--- config.mk ---
export PLATFORM = sky130hd
export DESIGN_NAME = sdp_packetizer
export DESIGN_NICKNAME = d
export VERILOG_FILES = /design/src/sdp_pkg.sv /design/src/sdp_packetizer.sv
export VERILOG_INCLUDE_DIRS = /design/src
export SDC_FILE = /design/constraint.sdc
export NUM_CORES = 1
export LEC_CHECK = 0
export ABC_AREA = 1
export BUFFER_PORTS_ARGS = -buffer_cell sky130_fd_sc_hd__buf_2
export CAP_MARGIN = 25
export CORE_UTILIZATION = 45
export DETAILED_ROUTE_END_ITERATION = 10
export GPL_TIMING_DRIVEN = 0
export MAX_ROUTING_LAYER = met4
export PLACE_DENSITY = 0.69
export SLEW_MARGIN = 10
export SYNTH_ARGS = -nofsm -noshare
export SYNTH_HDL_FRONTEND = slang
export SYNTH_HIERARCHICAL = 1
export SYNTH_SLANG_ARGS = --single-unit
--- constraint.sdc ---
create_clock -name ref_clk_i -period 5.81 [get_ports ref_clk_i]
set_input_delay 0.8715 -clock ref_clk_i [delete_from_list [all_inputs] [get_ports ref_clk_i]]
set_output_delay 0.8715 -clock ref_clk_i [all_outputs]
set_load 0.1 [all_outputs]
--- src/sdp_regs.svh ---
// Purpose: register offsets, fields, reset values and timing of the packetizer
// Assumes: APB byte addresses, one 32-bit word per register
// Notes:   definitions only
`ifndef SDP_REGS_SVH
`define SDP_REGS_SVH

// ****************************************
// register offsets
// ****************************************
`define SDP_A_CTRL   8'h00
`define SDP_A_START1 8'h04
`define SDP_A_START2 8'h08
`define SDP_A_END1   8'h0c
`define SDP_A_END2   8'h10
`define SDP_A_TRAIL  8'h14
`define SDP_A_LENCFG 8'h18
`define SDP_A_LENADJ 8'h1c
`define SDP_A_GAP    8'h20
`define SDP_A_FIXED  8'h24
`define SDP_A_MTU    8'h28
`define SDP_A_STATUS 8'h2c
`define SDP_A_FRAMES 8'h30

// ****************************************
// fields
// ****************************************
`define SDP_F_CTRL   4:0
`define SDP_F_CNT    9:0
`define SDP_F_LOFF   9:0
`define SDP_F_LSIZE  17:16
`define SDP_F_GAP    15:0
`define SDP_F_LEN    10:0

// ****************************************
// reset values and limits
// ****************************************
`define SDP_MTU_RST   11'h230
`define SDP_MTU_MAX   11'h400
`define SDP_FIXED_RST 11'h230
`define SDP_GAP_MIN   16'h0003
`define SDP_LSIZE_RST 2'h1
`define SDP_LSIZE_MAX 2'h2

// ****************************************
// timing
// ****************************************
`define SDP_CLK_NS 25
`define SDP_MS_NS  1000000
`define SDP_MS_CYC (`SDP_MS_NS / `SDP_CLK_NS)

`endif

--- src/sdp_pkg.sv ---
// Purpose: types shared by the packetizer
// Assumes: nothing
// Notes:   offsets live in sdp_regs.svh
package sdp_pkg;
    typedef enum logic [2:0] {
        SDP_HUNT  = 3'b001,
        SDP_BODY  = 3'b010,
        SDP_TRAIL = 3'b100
    } sdp_state_e;

    typedef struct packed {
        logic [5:0]  rsvd;
        logic [1:0]  size;
        logic [23:0] seq;
    } sdp_pat_s;

    typedef struct packed {
        logic       empty;
        logic       last;
        logic [7:0] data;
    } sdp_word_s;

    typedef struct packed {
        logic netord;
        logic fix;
        logic gap;
        logic len;
        logic pat;
    } sdp_ctrl_s;
endpackage : sdp_pkg

--- src/sdp_packetizer.sv ---
// Purpose: frames serial receive bytes into datagrams for the network side
// Assumes: one clock, APB registers, DEPTH a power of two
// Notes:   patterns are right aligned, last byte of a pattern in bits 7:0
// Behaviour
// - In pattern mode a datagram closes when either tail pattern has arrived.
// - After a tail match the set number of trailer bytes is still collected.
// - With both lead sizes zero the tail alone closes the datagram.
// - In length mode collection is armed by the lead pattern, then the length is read.
// - A lead pattern holds at most three bytes.
// - The length field sits at a set zero-based offset and has a set size.
// - The length counts the whole datagram, corrected by an extra byte count.
// - Network order puts the high byte first, otherwise the low byte first.
// - The datagram closes when its byte count equals length plus extra count.
// - In gap mode the datagram closes when no byte comes within the idle time.
// - The idle time is at least 3 ms and measured to within about a character.
// - In fixed mode the datagram closes after the set number of bytes.
// - The fixed count is limited to the transfer size, 560 by default, 1024 at most.
// - Reaching the transfer size always closes the datagram.
// - Each option acts only while its own enable is set.
//
// Implementation choices: the APB slave port and the placing of the registers.
`timescale 1ns/10ps
`default_nettype none
`include "sdp_regs.svh"

module sdp_fifo #(
    parameter int W     = 10,
    parameter int DEPTH = 32
) (
    // clock
    input  wire logic         ref_clk_i,
    input  wire logic         rstn_i,
    input  wire logic         ce_i,
    // fill side
    input  wire logic         in_valid_i,
    output logic              in_ready_o,
    input  wire logic [W-1:0] in_data_i,
    // drain side
    output logic              out_valid_o,
    input  wire logic         out_ready_i,
    output logic [W-1:0]      out_data_o
);
    localparam int AW = $clog2(DEPTH);
    logic [W-1:0] mem_reg [DEPTH];
    logic [AW:0]  wr_reg;
    logic [AW:0]  wr_next;
    logic [AW:0]  rd_reg;
    logic [AW:0]  rd_next;
    logic         push;
    logic         pop;

    always_comb begin
        in_ready_o  = ce_i && ((wr_reg - rd_reg) != (AW+1)'(DEPTH));
        out_valid_o = ce_i && (wr_reg != rd_reg);
        push        = in_valid_i && in_ready_o;
        pop         = out_valid_o && out_ready_i;
        wr_next     = wr_reg + (AW+1)'(push);
        rd_next     = rd_reg + (AW+1)'(pop);
        out_data_o  = mem_reg[rd_reg[AW-1:0]];
    end

    always_ff @(posedge ref_clk_i or negedge rstn_i) begin
        if (!rstn_i) begin
            wr_reg <= '0;
            rd_reg <= '0;
        end else begin
            wr_reg <= wr_next;
            rd_reg <= rd_next;
        end
    end

    // storage needs no reset, pointers guard it
    always_ff @(posedge ref_clk_i) begin
        if (push) begin
            mem_reg[wr_reg[AW-1:0]] <= in_data_i;
        end
    end
endmodule : sdp_fifo

module sdp_packetizer #(
    parameter int MS_CYC = `SDP_MS_CYC,
    parameter int DEPTH  = 32
) (
    // clock and reset
    input  wire logic              ref_clk_i,
    input  wire logic              rstn_i,
    input  wire logic              ce_i,
    // apb slave
    input  wire logic [7:0]        paddr_i,
    input  wire logic              psel_i,
    input  wire logic              penable_i,
    input  wire logic              pwrite_i,
    input  wire logic [31:0]       pwdata_i,
    output logic [31:0]            prdata_o,
    output logic                   pready_o,
    output logic                   pslverr_o,
    // serial receive bytes
    input  wire logic              rx_valid_i,
    input  wire logic [7:0]        rx_data_i,
    output logic                   rx_ready_o,
    // network transmit path
    output logic                   net_valid_o,
    output sdp_pkg::sdp_word_s     net_word_o,
    input  wire logic              net_ready_i
);
    import sdp_pkg::*;

    // ****************************************
    // registers
    // ****************************************
    sdp_ctrl_s   c_reg, c_next;
    sdp_pat_s    st1_reg, st1_next, st2_reg, st2_next;
    sdp_pat_s    en1_reg, en1_next, en2_reg, en2_next;
    logic [9:0]  pextra_reg, pextra_next, loff_reg, loff_next;
    logic [9:0]  lextra_reg, lextra_next;
    logic [1:0]  lsize_reg, lsize_next;
    logic [15:0] gap_reg, gap_next;
    logic [10:0] fixed_reg, fixed_next, mtu_reg, mtu_next;
    logic [31:0] prdata_reg, prdata_next;
    logic        ack_reg, ack_next;
    logic        wr_en, hit;
    logic [10:0] fixed_eff;
    logic [15:0] gap_eff;
    // framer state is declared here because the status read below looks at it
    sdp_state_e  state_reg, state_next;
    logic [23:0] hist_reg, hist_next, hist_in;
    logic [10:0] cnt_reg, cnt_next, pos_reg, pos_next, cnt_inc, pos_inc;
    logic [15:0] len_reg, len_next, len_acc, gapms_reg, gapms_next, frames_reg, frames_next;
    logic [9:0]  trail_reg, trail_next;
    logic [31:0] pre_reg, pre_next;
    logic        take, gap_due, gap_fire, done, close, st_need, start_hit, tail_hit;
    logic        len_fld, len_done, pat_done, fifo_rdy, fin_valid;
    sdp_word_s   fin_word;

    always_comb begin
        c_next      = c_reg;
        st1_next    = st1_reg;
        st2_next    = st2_reg;
        en1_next    = en1_reg;
        en2_next    = en2_reg;
        pextra_next = pextra_reg;
        loff_next   = loff_reg;
        lsize_next  = lsize_reg;
        lextra_next = lextra_reg;
        gap_next    = gap_reg;
        fixed_next  = fixed_reg;
        mtu_next    = mtu_reg;
        pready_o    = ce_i && ack_reg;
        wr_en       = psel_i && penable_i && pwrite_i && pready_o;
        hit         = paddr_i[1:0] == 2'h0 && paddr_i <= `SDP_A_FRAMES;
        pslverr_o   = psel_i && penable_i && pready_o && !hit;
        ack_next    = ce_i ? psel_i && !(penable_i && pready_o) : ack_reg; // held while frozen
        prdata_next = prdata_reg;
        // fields of 2 bits already cap lead and tail patterns at three bytes
        if (wr_en) begin
            case (paddr_i)
                `SDP_A_CTRL:   c_next = pwdata_i[`SDP_F_CTRL];
                `SDP_A_START1: st1_next = pwdata_i;
                `SDP_A_START2: st2_next = pwdata_i;
                `SDP_A_END1:   en1_next = pwdata_i;
                `SDP_A_END2:   en2_next = pwdata_i;
                `SDP_A_TRAIL:  pextra_next = pwdata_i[`SDP_F_CNT];
                `SDP_A_LENCFG: begin
                    loff_next  = pwdata_i[`SDP_F_LOFF];
                    lsize_next = pwdata_i[`SDP_F_LSIZE] > `SDP_LSIZE_MAX ? `SDP_LSIZE_MAX
                                                                         : pwdata_i[`SDP_F_LSIZE];
                end
                `SDP_A_LENADJ: lextra_next = pwdata_i[`SDP_F_CNT];
                `SDP_A_GAP:    gap_next = pwdata_i[`SDP_F_GAP];
                `SDP_A_FIXED:  fixed_next = pwdata_i[`SDP_F_LEN];
                `SDP_A_MTU:    mtu_next = pwdata_i[`SDP_F_LEN] > `SDP_MTU_MAX ? `SDP_MTU_MAX
                                                                            : pwdata_i[`SDP_F_LEN];
                default:       c_next = c_reg;
            endcase
        end
        if (ce_i && ack_next && !pwrite_i) begin
            case (paddr_i)
                `SDP_A_CTRL:   prdata_next = {27'h0, c_reg};
                `SDP_A_START1: prdata_next = st1_reg;
                `SDP_A_START2: prdata_next = st2_reg;
                `SDP_A_END1:   prdata_next = en1_reg;
                `SDP_A_END2:   prdata_next = en2_reg;
                `SDP_A_TRAIL:  prdata_next = {22'h0, pextra_reg};
                `SDP_A_LENCFG: prdata_next = {14'h0, lsize_reg, 6'h0, loff_reg};
                `SDP_A_LENADJ: prdata_next = {22'h0, lextra_reg};
                `SDP_A_GAP:    prdata_next = {16'h0, gap_reg};
                `SDP_A_FIXED:  prdata_next = {21'h0, fixed_reg};
                `SDP_A_MTU:    prdata_next = {21'h0, mtu_reg};
                `SDP_A_STATUS: prdata_next = {15'h0, !fifo_rdy, 1'h0, state_reg, 1'h0, cnt_reg};
                `SDP_A_FRAMES: prdata_next = {16'h0, frames_reg};
                default:       prdata_next = 32'h0;
            endcase
        end
        prdata_o  = prdata_reg;
        fixed_eff = fixed_reg > mtu_reg ? mtu_reg : fixed_reg;
        gap_eff   = gap_reg < `SDP_GAP_MIN ? `SDP_GAP_MIN : gap_reg;
    end

    always_ff @(posedge ref_clk_i or negedge rstn_i) begin
        if (!rstn_i) begin
            c_reg      <= '0;
            st1_reg    <= '0;
            st2_reg    <= '0;
            en1_reg    <= '0;
            en2_reg    <= '0;
            pextra_reg <= '0;
            loff_reg   <= '0;
            lsize_reg  <= `SDP_LSIZE_RST;
            lextra_reg <= '0;
            gap_reg    <= `SDP_GAP_MIN;
            fixed_reg  <= `SDP_FIXED_RST;
            mtu_reg    <= `SDP_MTU_RST;
            prdata_reg <= '0;
            ack_reg    <= 1'b0;
        end else begin
            c_reg      <= c_next;
            st1_reg    <= st1_next;
            st2_reg    <= st2_next;
            en1_reg    <= en1_next;
            en2_reg    <= en2_next;
            pextra_reg <= pextra_next;
            loff_reg   <= loff_next;
            lsize_reg  <= lsize_next;
            lextra_reg <= lextra_next;
            gap_reg    <= gap_next;
            fixed_reg  <= fixed_next;
            mtu_reg    <= mtu_next;
            prdata_reg <= prdata_next;
            ack_reg    <= ack_next;
        end
    end

    // ****************************************
    // framer
    // ****************************************
    function automatic logic pmatch(input logic [23:0] h, input sdp_pat_s p);
        logic [23:0] m;
        m = p.size == 2'h1 ? 24'h0000ff : p.size == 2'h2 ? 24'h00ffff : 24'hffffff;
        return p.size != 2'h0 && ((h ^ p.seq) & m) == 24'h0;
    endfunction : pmatch

    always_comb begin
        st_need   = (c_reg.pat && (st1_reg.size != 2'h0 || st2_reg.size != 2'h0))
                 || (c_reg.len && st1_reg.size != 2'h0);
        take      = ce_i && rx_valid_i && fifo_rdy;
        hist_in   = {hist_reg[15:0], rx_data_i};
        cnt_inc   = cnt_reg + 11'h001;
        pos_inc   = pos_reg + 11'h001;
        start_hit = pmatch(hist_in, st1_reg) || (c_reg.pat && pmatch(hist_in, st2_reg));
        tail_hit  = c_reg.pat && (pmatch(hist_in, en1_reg) || pmatch(hist_in, en2_reg));
        len_fld   = c_reg.len && state_reg == SDP_BODY && pos_reg >= {1'b0, loff_reg}
                 && pos_reg < {1'b0, loff_reg} + {9'h0, lsize_reg};
        len_acc   = len_reg;
        if (len_fld) begin
            if (c_reg.netord) begin
                len_acc = {len_reg[7:0], rx_data_i};
            end else if (pos_reg == {1'b0, loff_reg}) begin
                len_acc = {8'h00, rx_data_i};
            end else begin
                len_acc = {rx_data_i, len_reg[7:0]};
            end
        end
        // a short field before the length arrives cannot close the datagram early
        len_done  = c_reg.len && state_reg == SDP_BODY
                 && pos_inc >= {1'b0, loff_reg} + {9'h0, lsize_reg}
                 && {5'h0, pos_inc} == len_acc + {6'h0, lextra_reg};
        pat_done  = (state_reg == SDP_BODY && tail_hit && pextra_reg == 10'h0)
                 || (state_reg == SDP_TRAIL && trail_reg == 10'h001);
        close     = pat_done || len_done || (c_reg.fix && cnt_inc >= fixed_eff)
                 || cnt_inc >= mtu_reg;
        gap_due   = ce_i && c_reg.gap && !rx_valid_i && cnt_reg != 11'h0
                 && gapms_reg >= gap_eff;
        gap_fire  = gap_due && fifo_rdy;
        done      = (take && close) || gap_fire;
        fin_valid = ce_i && (rx_valid_i || gap_due);
        // the gap close carries no byte: it only ends the datagram
        fin_word  = rx_valid_i ? sdp_word_s'{empty: 1'b0, last: close, data: rx_data_i}
                               : sdp_word_s'{empty: 1'b1, last: 1'b1, data: 8'h00};
        rx_ready_o  = ce_i && fifo_rdy;
        state_next  = state_reg;
        hist_next   = hist_reg;
        cnt_next    = cnt_reg;
        pos_next    = pos_reg;
        len_next    = len_reg;
        trail_next  = trail_reg;
        gapms_next  = gapms_reg;
        pre_next    = pre_reg;
        frames_next = frames_reg;
        if (take) begin
            hist_next  = hist_in;
            cnt_next   = cnt_inc;
            pos_next   = pos_inc;
            len_next   = len_acc;
            gapms_next = 16'h0;
            pre_next   = 32'h0;
            case (state_reg)
                SDP_HUNT: begin
                    if (start_hit) begin
                        state_next = SDP_BODY;
                        pos_next   = {9'h0, pmatch(hist_in, st1_reg) ? st1_reg.size : st2_reg.size};
                    end
                end
                SDP_BODY: begin
                    if (tail_hit && pextra_reg != 10'h0) begin
                        state_next = SDP_TRAIL;
                        trail_next = pextra_reg;
                    end
                end
                SDP_TRAIL: trail_next = trail_reg - 10'h001;
                default:   state_next = SDP_BODY;
            endcase
        end else if (ce_i && cnt_reg != 11'h0) begin
            // a ms tick restarts with each byte, so the gap is accurate to one clock
            if (pre_reg >= 32'(MS_CYC - 1)) begin
                pre_next   = 32'h0;
                gapms_next = gapms_reg == 16'hffff ? gapms_reg : gapms_reg + 16'h0001;
            end else begin
                pre_next = pre_reg + 32'h1;
            end
        end
        if (done) begin
            state_next  = st_need ? SDP_HUNT : SDP_BODY;
            hist_next   = 24'h0;
            cnt_next    = 11'h0;
            pos_next    = 11'h0;
            len_next    = 16'h0;
            trail_next  = 10'h0;
            gapms_next  = 16'h0;
            pre_next    = 32'h0;
            frames_next = frames_reg + 16'h0001;
        end
    end

    always_ff @(posedge ref_clk_i or negedge rstn_i) begin
        if (!rstn_i) begin
            state_reg  <= SDP_BODY;
            hist_reg   <= '0;
            cnt_reg    <= '0;
            pos_reg    <= '0;
            len_reg    <= '0;
            trail_reg  <= '0;
            gapms_reg  <= '0;
            pre_reg    <= '0;
            frames_reg <= '0;
        end else begin
            state_reg  <= state_next;
            hist_reg   <= hist_next;
            cnt_reg    <= cnt_next;
            pos_reg    <= pos_next;
            len_reg    <= len_next;
            trail_reg  <= trail_next;
            gapms_reg  <= gapms_next;
            pre_reg    <= pre_next;
            frames_reg <= frames_next;
        end
    end

    // back-pressure from the network stalls serial reception
    sdp_fifo #(.W($bits(sdp_word_s)), .DEPTH(DEPTH)) u_fifo (
        .ref_clk_i   (ref_clk_i),
        .rstn_i      (rstn_i),
        .ce_i        (ce_i),
        .in_valid_i  (fin_valid),
        .in_ready_o  (fifo_rdy),
        .in_data_i   (fin_word),
        .out_valid_o (net_valid_o),
        .out_ready_i (net_ready_i),
        .out_data_o  (net_word_o)
    );
endmodule : sdp_packetizer
`default_nettype wire

==> key figures <==
Status
  – Outcome: finished clean

Timing
  – Fin. max-slew vios: 0
  – WHS: about 0.21 ns
  – Final setup fails: 0
  – Clock Skews: approximately 0.036 ns
  – Setup TNS: 0 ns
  – Max_slew headroom: between 20% and 30%
  – Fmax: roughly 170 MHz
  – Fin crit period: ~5.7 ns
  – Final setup margin: approximately 0.089 ns
  – Slew @ Worst Pin: 1.10 ns
  – RSZ-0062 raised after global routing: true
  – Final worst path period share: between 90% and 100%
  – Hold Violations, Final: 0

Yosys
  – Yosys reg bits: about 700
  – Post-Synthesis Cells: just under 4,000
  – Synth warn: 6
  – Main synth FF type: dfrtp_1
  – Asr flop ratio synth: approximately 54%
  – Sequential share of the synthesized area: between 50% and 60%
  – Post-synth design cell area: between 0.03 and 0.04 mm2
  – Syn nets: slightly above 4,000
  – Library cells used by synthesis: 62
  – Syn Area/Cell: slightly above 9 um2
  – Number of synthesized flops with an enable pin: 320

Cells and area
  – Final Core Density: 52.3%
  – Fillcell total: about 7,000
  – Layout cells sized above 1: 10.5%
  – Most common cell after layout, fill and taps aside: nand2_1
  – Post-route insts no fill: 5,192
  – Area delta synth->final: 15.2%
  – Most frequent cells in the layout: 860 x nand2_1, 369 x dfrtp_1, 359 x inv_1, 359 x o21ai_0, 356 x nor2_1
  – Post-route cell area: roughly 0.04 mm2
  – Final net count: approximately 4,300
  – Number of flip-flops in the largest register: 320

GRT
  – All-Layer GR Usage: 28.5%
  – Number of global-route vias before repair: about 28,000
  – Met3 global-route usage: 5.00%
  – First-pass GRT wire length: ~170 mm
  – Grt met2 use: between 40% and 50%
  – Largest net degree at the start of global routing: around 110
  – GRT Residual Overflow: 0
  – Gr busiest metal: met2
  – Antenna violations before repair: 5
  – Met1 Use GR: 36.1%

Pwr
  – Comb pwr share: approximately a third
  – Leakage: 17.4 nW
  – Sequential fraction of design power: a little over a third
  – Total power: around 17 mW
  – Sw Pwr: about 6.4 mW
  – Worst vdd ir: 0.000480 V
  – Switch share: 38.7%
  – Int Pwr: around 10 mW
  – Pwr/cell area: ~410 mW/mm2
  – Clock network fraction of total power: 30.1%

Placement
  – Pre-CTS setup slack: -1.32 ns
  – GP Congestion: 1.00
  – DP HPWL: 79.3 mm
  – Area after DPL: between 0.03 and 0.04 mm2
  – Cells after DPL: roughly 5,000
  – IO Port Bufs: between 90 and 100

Floorplan
  – Die area: slightly below 0.08 mm2
  – Chip height: around 280 um
  – Starting Density: a little under half
  – Ports: between 100 and 150
  – Core area: just under 0.08 mm2
  – Num rows: 102
  – Die Width: 281 um

Critical path
  – Worst setup SP type: register
  – R2R Path End: pos_reg[0]
  – Reg-to-reg startpoint: loff_reg[0]
  – Critical path class: reg -> reg
  – Critical path arrival: 6.20 ns
  – Worst-case reg-to-reg path depth: 36
  – Slowest-stage cell, CP: fa_2
  – Crit path from: loff_reg[0]
  – CP max FO: 6
  – CP required: roughly 6.3 ns
  – FF-to-FF setup slack: 0.09 ns
  – Worst Setup End Kind: register
  – Worst setup path end: pos_reg[0]
  – CP peak stage delay: approximately 0.55 ns

Clock network
  – Longest Clk Path Bufs: 3
  – CTS root buf: clkbuf_16
  – Clock Latency Late Sink: approximately 0.64 ns
  – Max H-tree Level: 3
  – Num CTS Buffers: 75
  – Worst-path clk slew: around 0.06 ns
  – CTS tree: done
  – CTS Sinks: ~700

Detailed routing
  – DRC: 0
  – Post-route ant nets: 0
  – Initial drt markers: between 2,000 and 3,000
  – Vias: slightly below 30,000
  – Drt pass-1 iters: 5
  – Final WL: between 100 and 150 mm
  – DR vias/cell: 5.67
  – Routed length per instance: around 21 um

Job
  – Max-cap viol count: 0

Hold path
  – Min-Delay Path Class: in -> async
==> layer usage <==
metal / wire (um) / up-vias
li1: - / 13616
met1: 44900 / 14206
met2: 50400 / 1302
met3: 8690 / 309
met4: 6310 / 0
met5: 0 / -
==> layout make-up <==
class                      instances  area [um2]  area share, %
inverter                         372        1410           3.48
multi-input combinational       2632       14100           35.0
sequential                       699       19100           47.2
buffer                           169         893           2.21
antenna                            7        17.5         0.0433
clock inverter                    33         432           1.07
timing repair buffer             136        1050           2.59
clock buffer                     104        2120           5.23
tap                             1040        1300           3.22
==> what timing repair did <==
item | in CTS | in global routing
setup buffers | 16 | 9
setup endpoints to repair | 115 | 115
pin swaps | 22 | 23
cloned | 2 | 1
hold buffers | 0 | 0
gates resized for setup | 55 | 61
==> worst max-delay path, delay by kind of cell (launching register included) <==
family,cells,cell delay [ns]
flops,1,0.51
buf+inv,6,0.55
compound gates,3,0.32
fa+ha+maj,5,1.50
xor+xnor,1,0.12
simple gates,21,2.54
==> cells in the mapped netlist, types with 38 or more instances <==
master / number / area [um2]
a21oi_1: 92 / 460
a221oi_1: 38 / 333
clkbuf_1: 114 / 428
dfrtp_1: 369 / 9230
edfxtp_1: 320 / 9610
ha_1: 110 / 1380
inv_1: 362 / 1360
nand2_1: 878 / 3300
nand3_1: 188 / 941
nand4_1: 52 / 325
nor2_1: 359 / 1350
nor3_1: 49 / 245
o211ai_1: 47 / 353
o21ai_0: 370 / 1850
o21ai_1: 45 / 225
o22ai_1: 100 / 626
xnor2_1: 46 / 403
xor2_1: 71 / 622
==> how the worst min path moves through the flow <==
stage | start | endpoint | depth (start not counted)
final | rstn_i | prdata_o[21] | 1
after global routing | rstn_i | en1_reg[27] | 1
after CTS | rstn_i | en1_reg[27] | 1
after detailed placement | prdata_o[14] | prdata_o[14] | 1
after global placement | prdata_o[12] | prdata_o[12] | 1
after floorplan | trail_reg[9] | trail_reg[9] | 2
==> power groups by stage <==
stage | sequential, mW | combinational [mW] | clock, mW
3_5_place_dp | 5.83 | 5.58 | 0
5_1_grt | 5.78 | 6.39 | 5.23
4_1_cts | 5.74 | 5.68 | 5.03
3_3_place_gp | 5.83 | 5.50 | 0
2_1_floorplan | 5.77 | 4.06 | 0
6_report | 5.75 | 5.83 | 4.99
==> cell families after synthesis <==
group,Yosys count,synth area share (%)
AOI/OAI and AO/OA,762,12.6
xor gates and xnor gates,117,2.92
adders and majority gates,112,4.03
buffers and inverters,542,6.34
DFF,699,54.4
muxes,2,0.0570
and+or+nand+nor,1637,19.7
No activity file was read; power rests on OpenSTA's default activity.
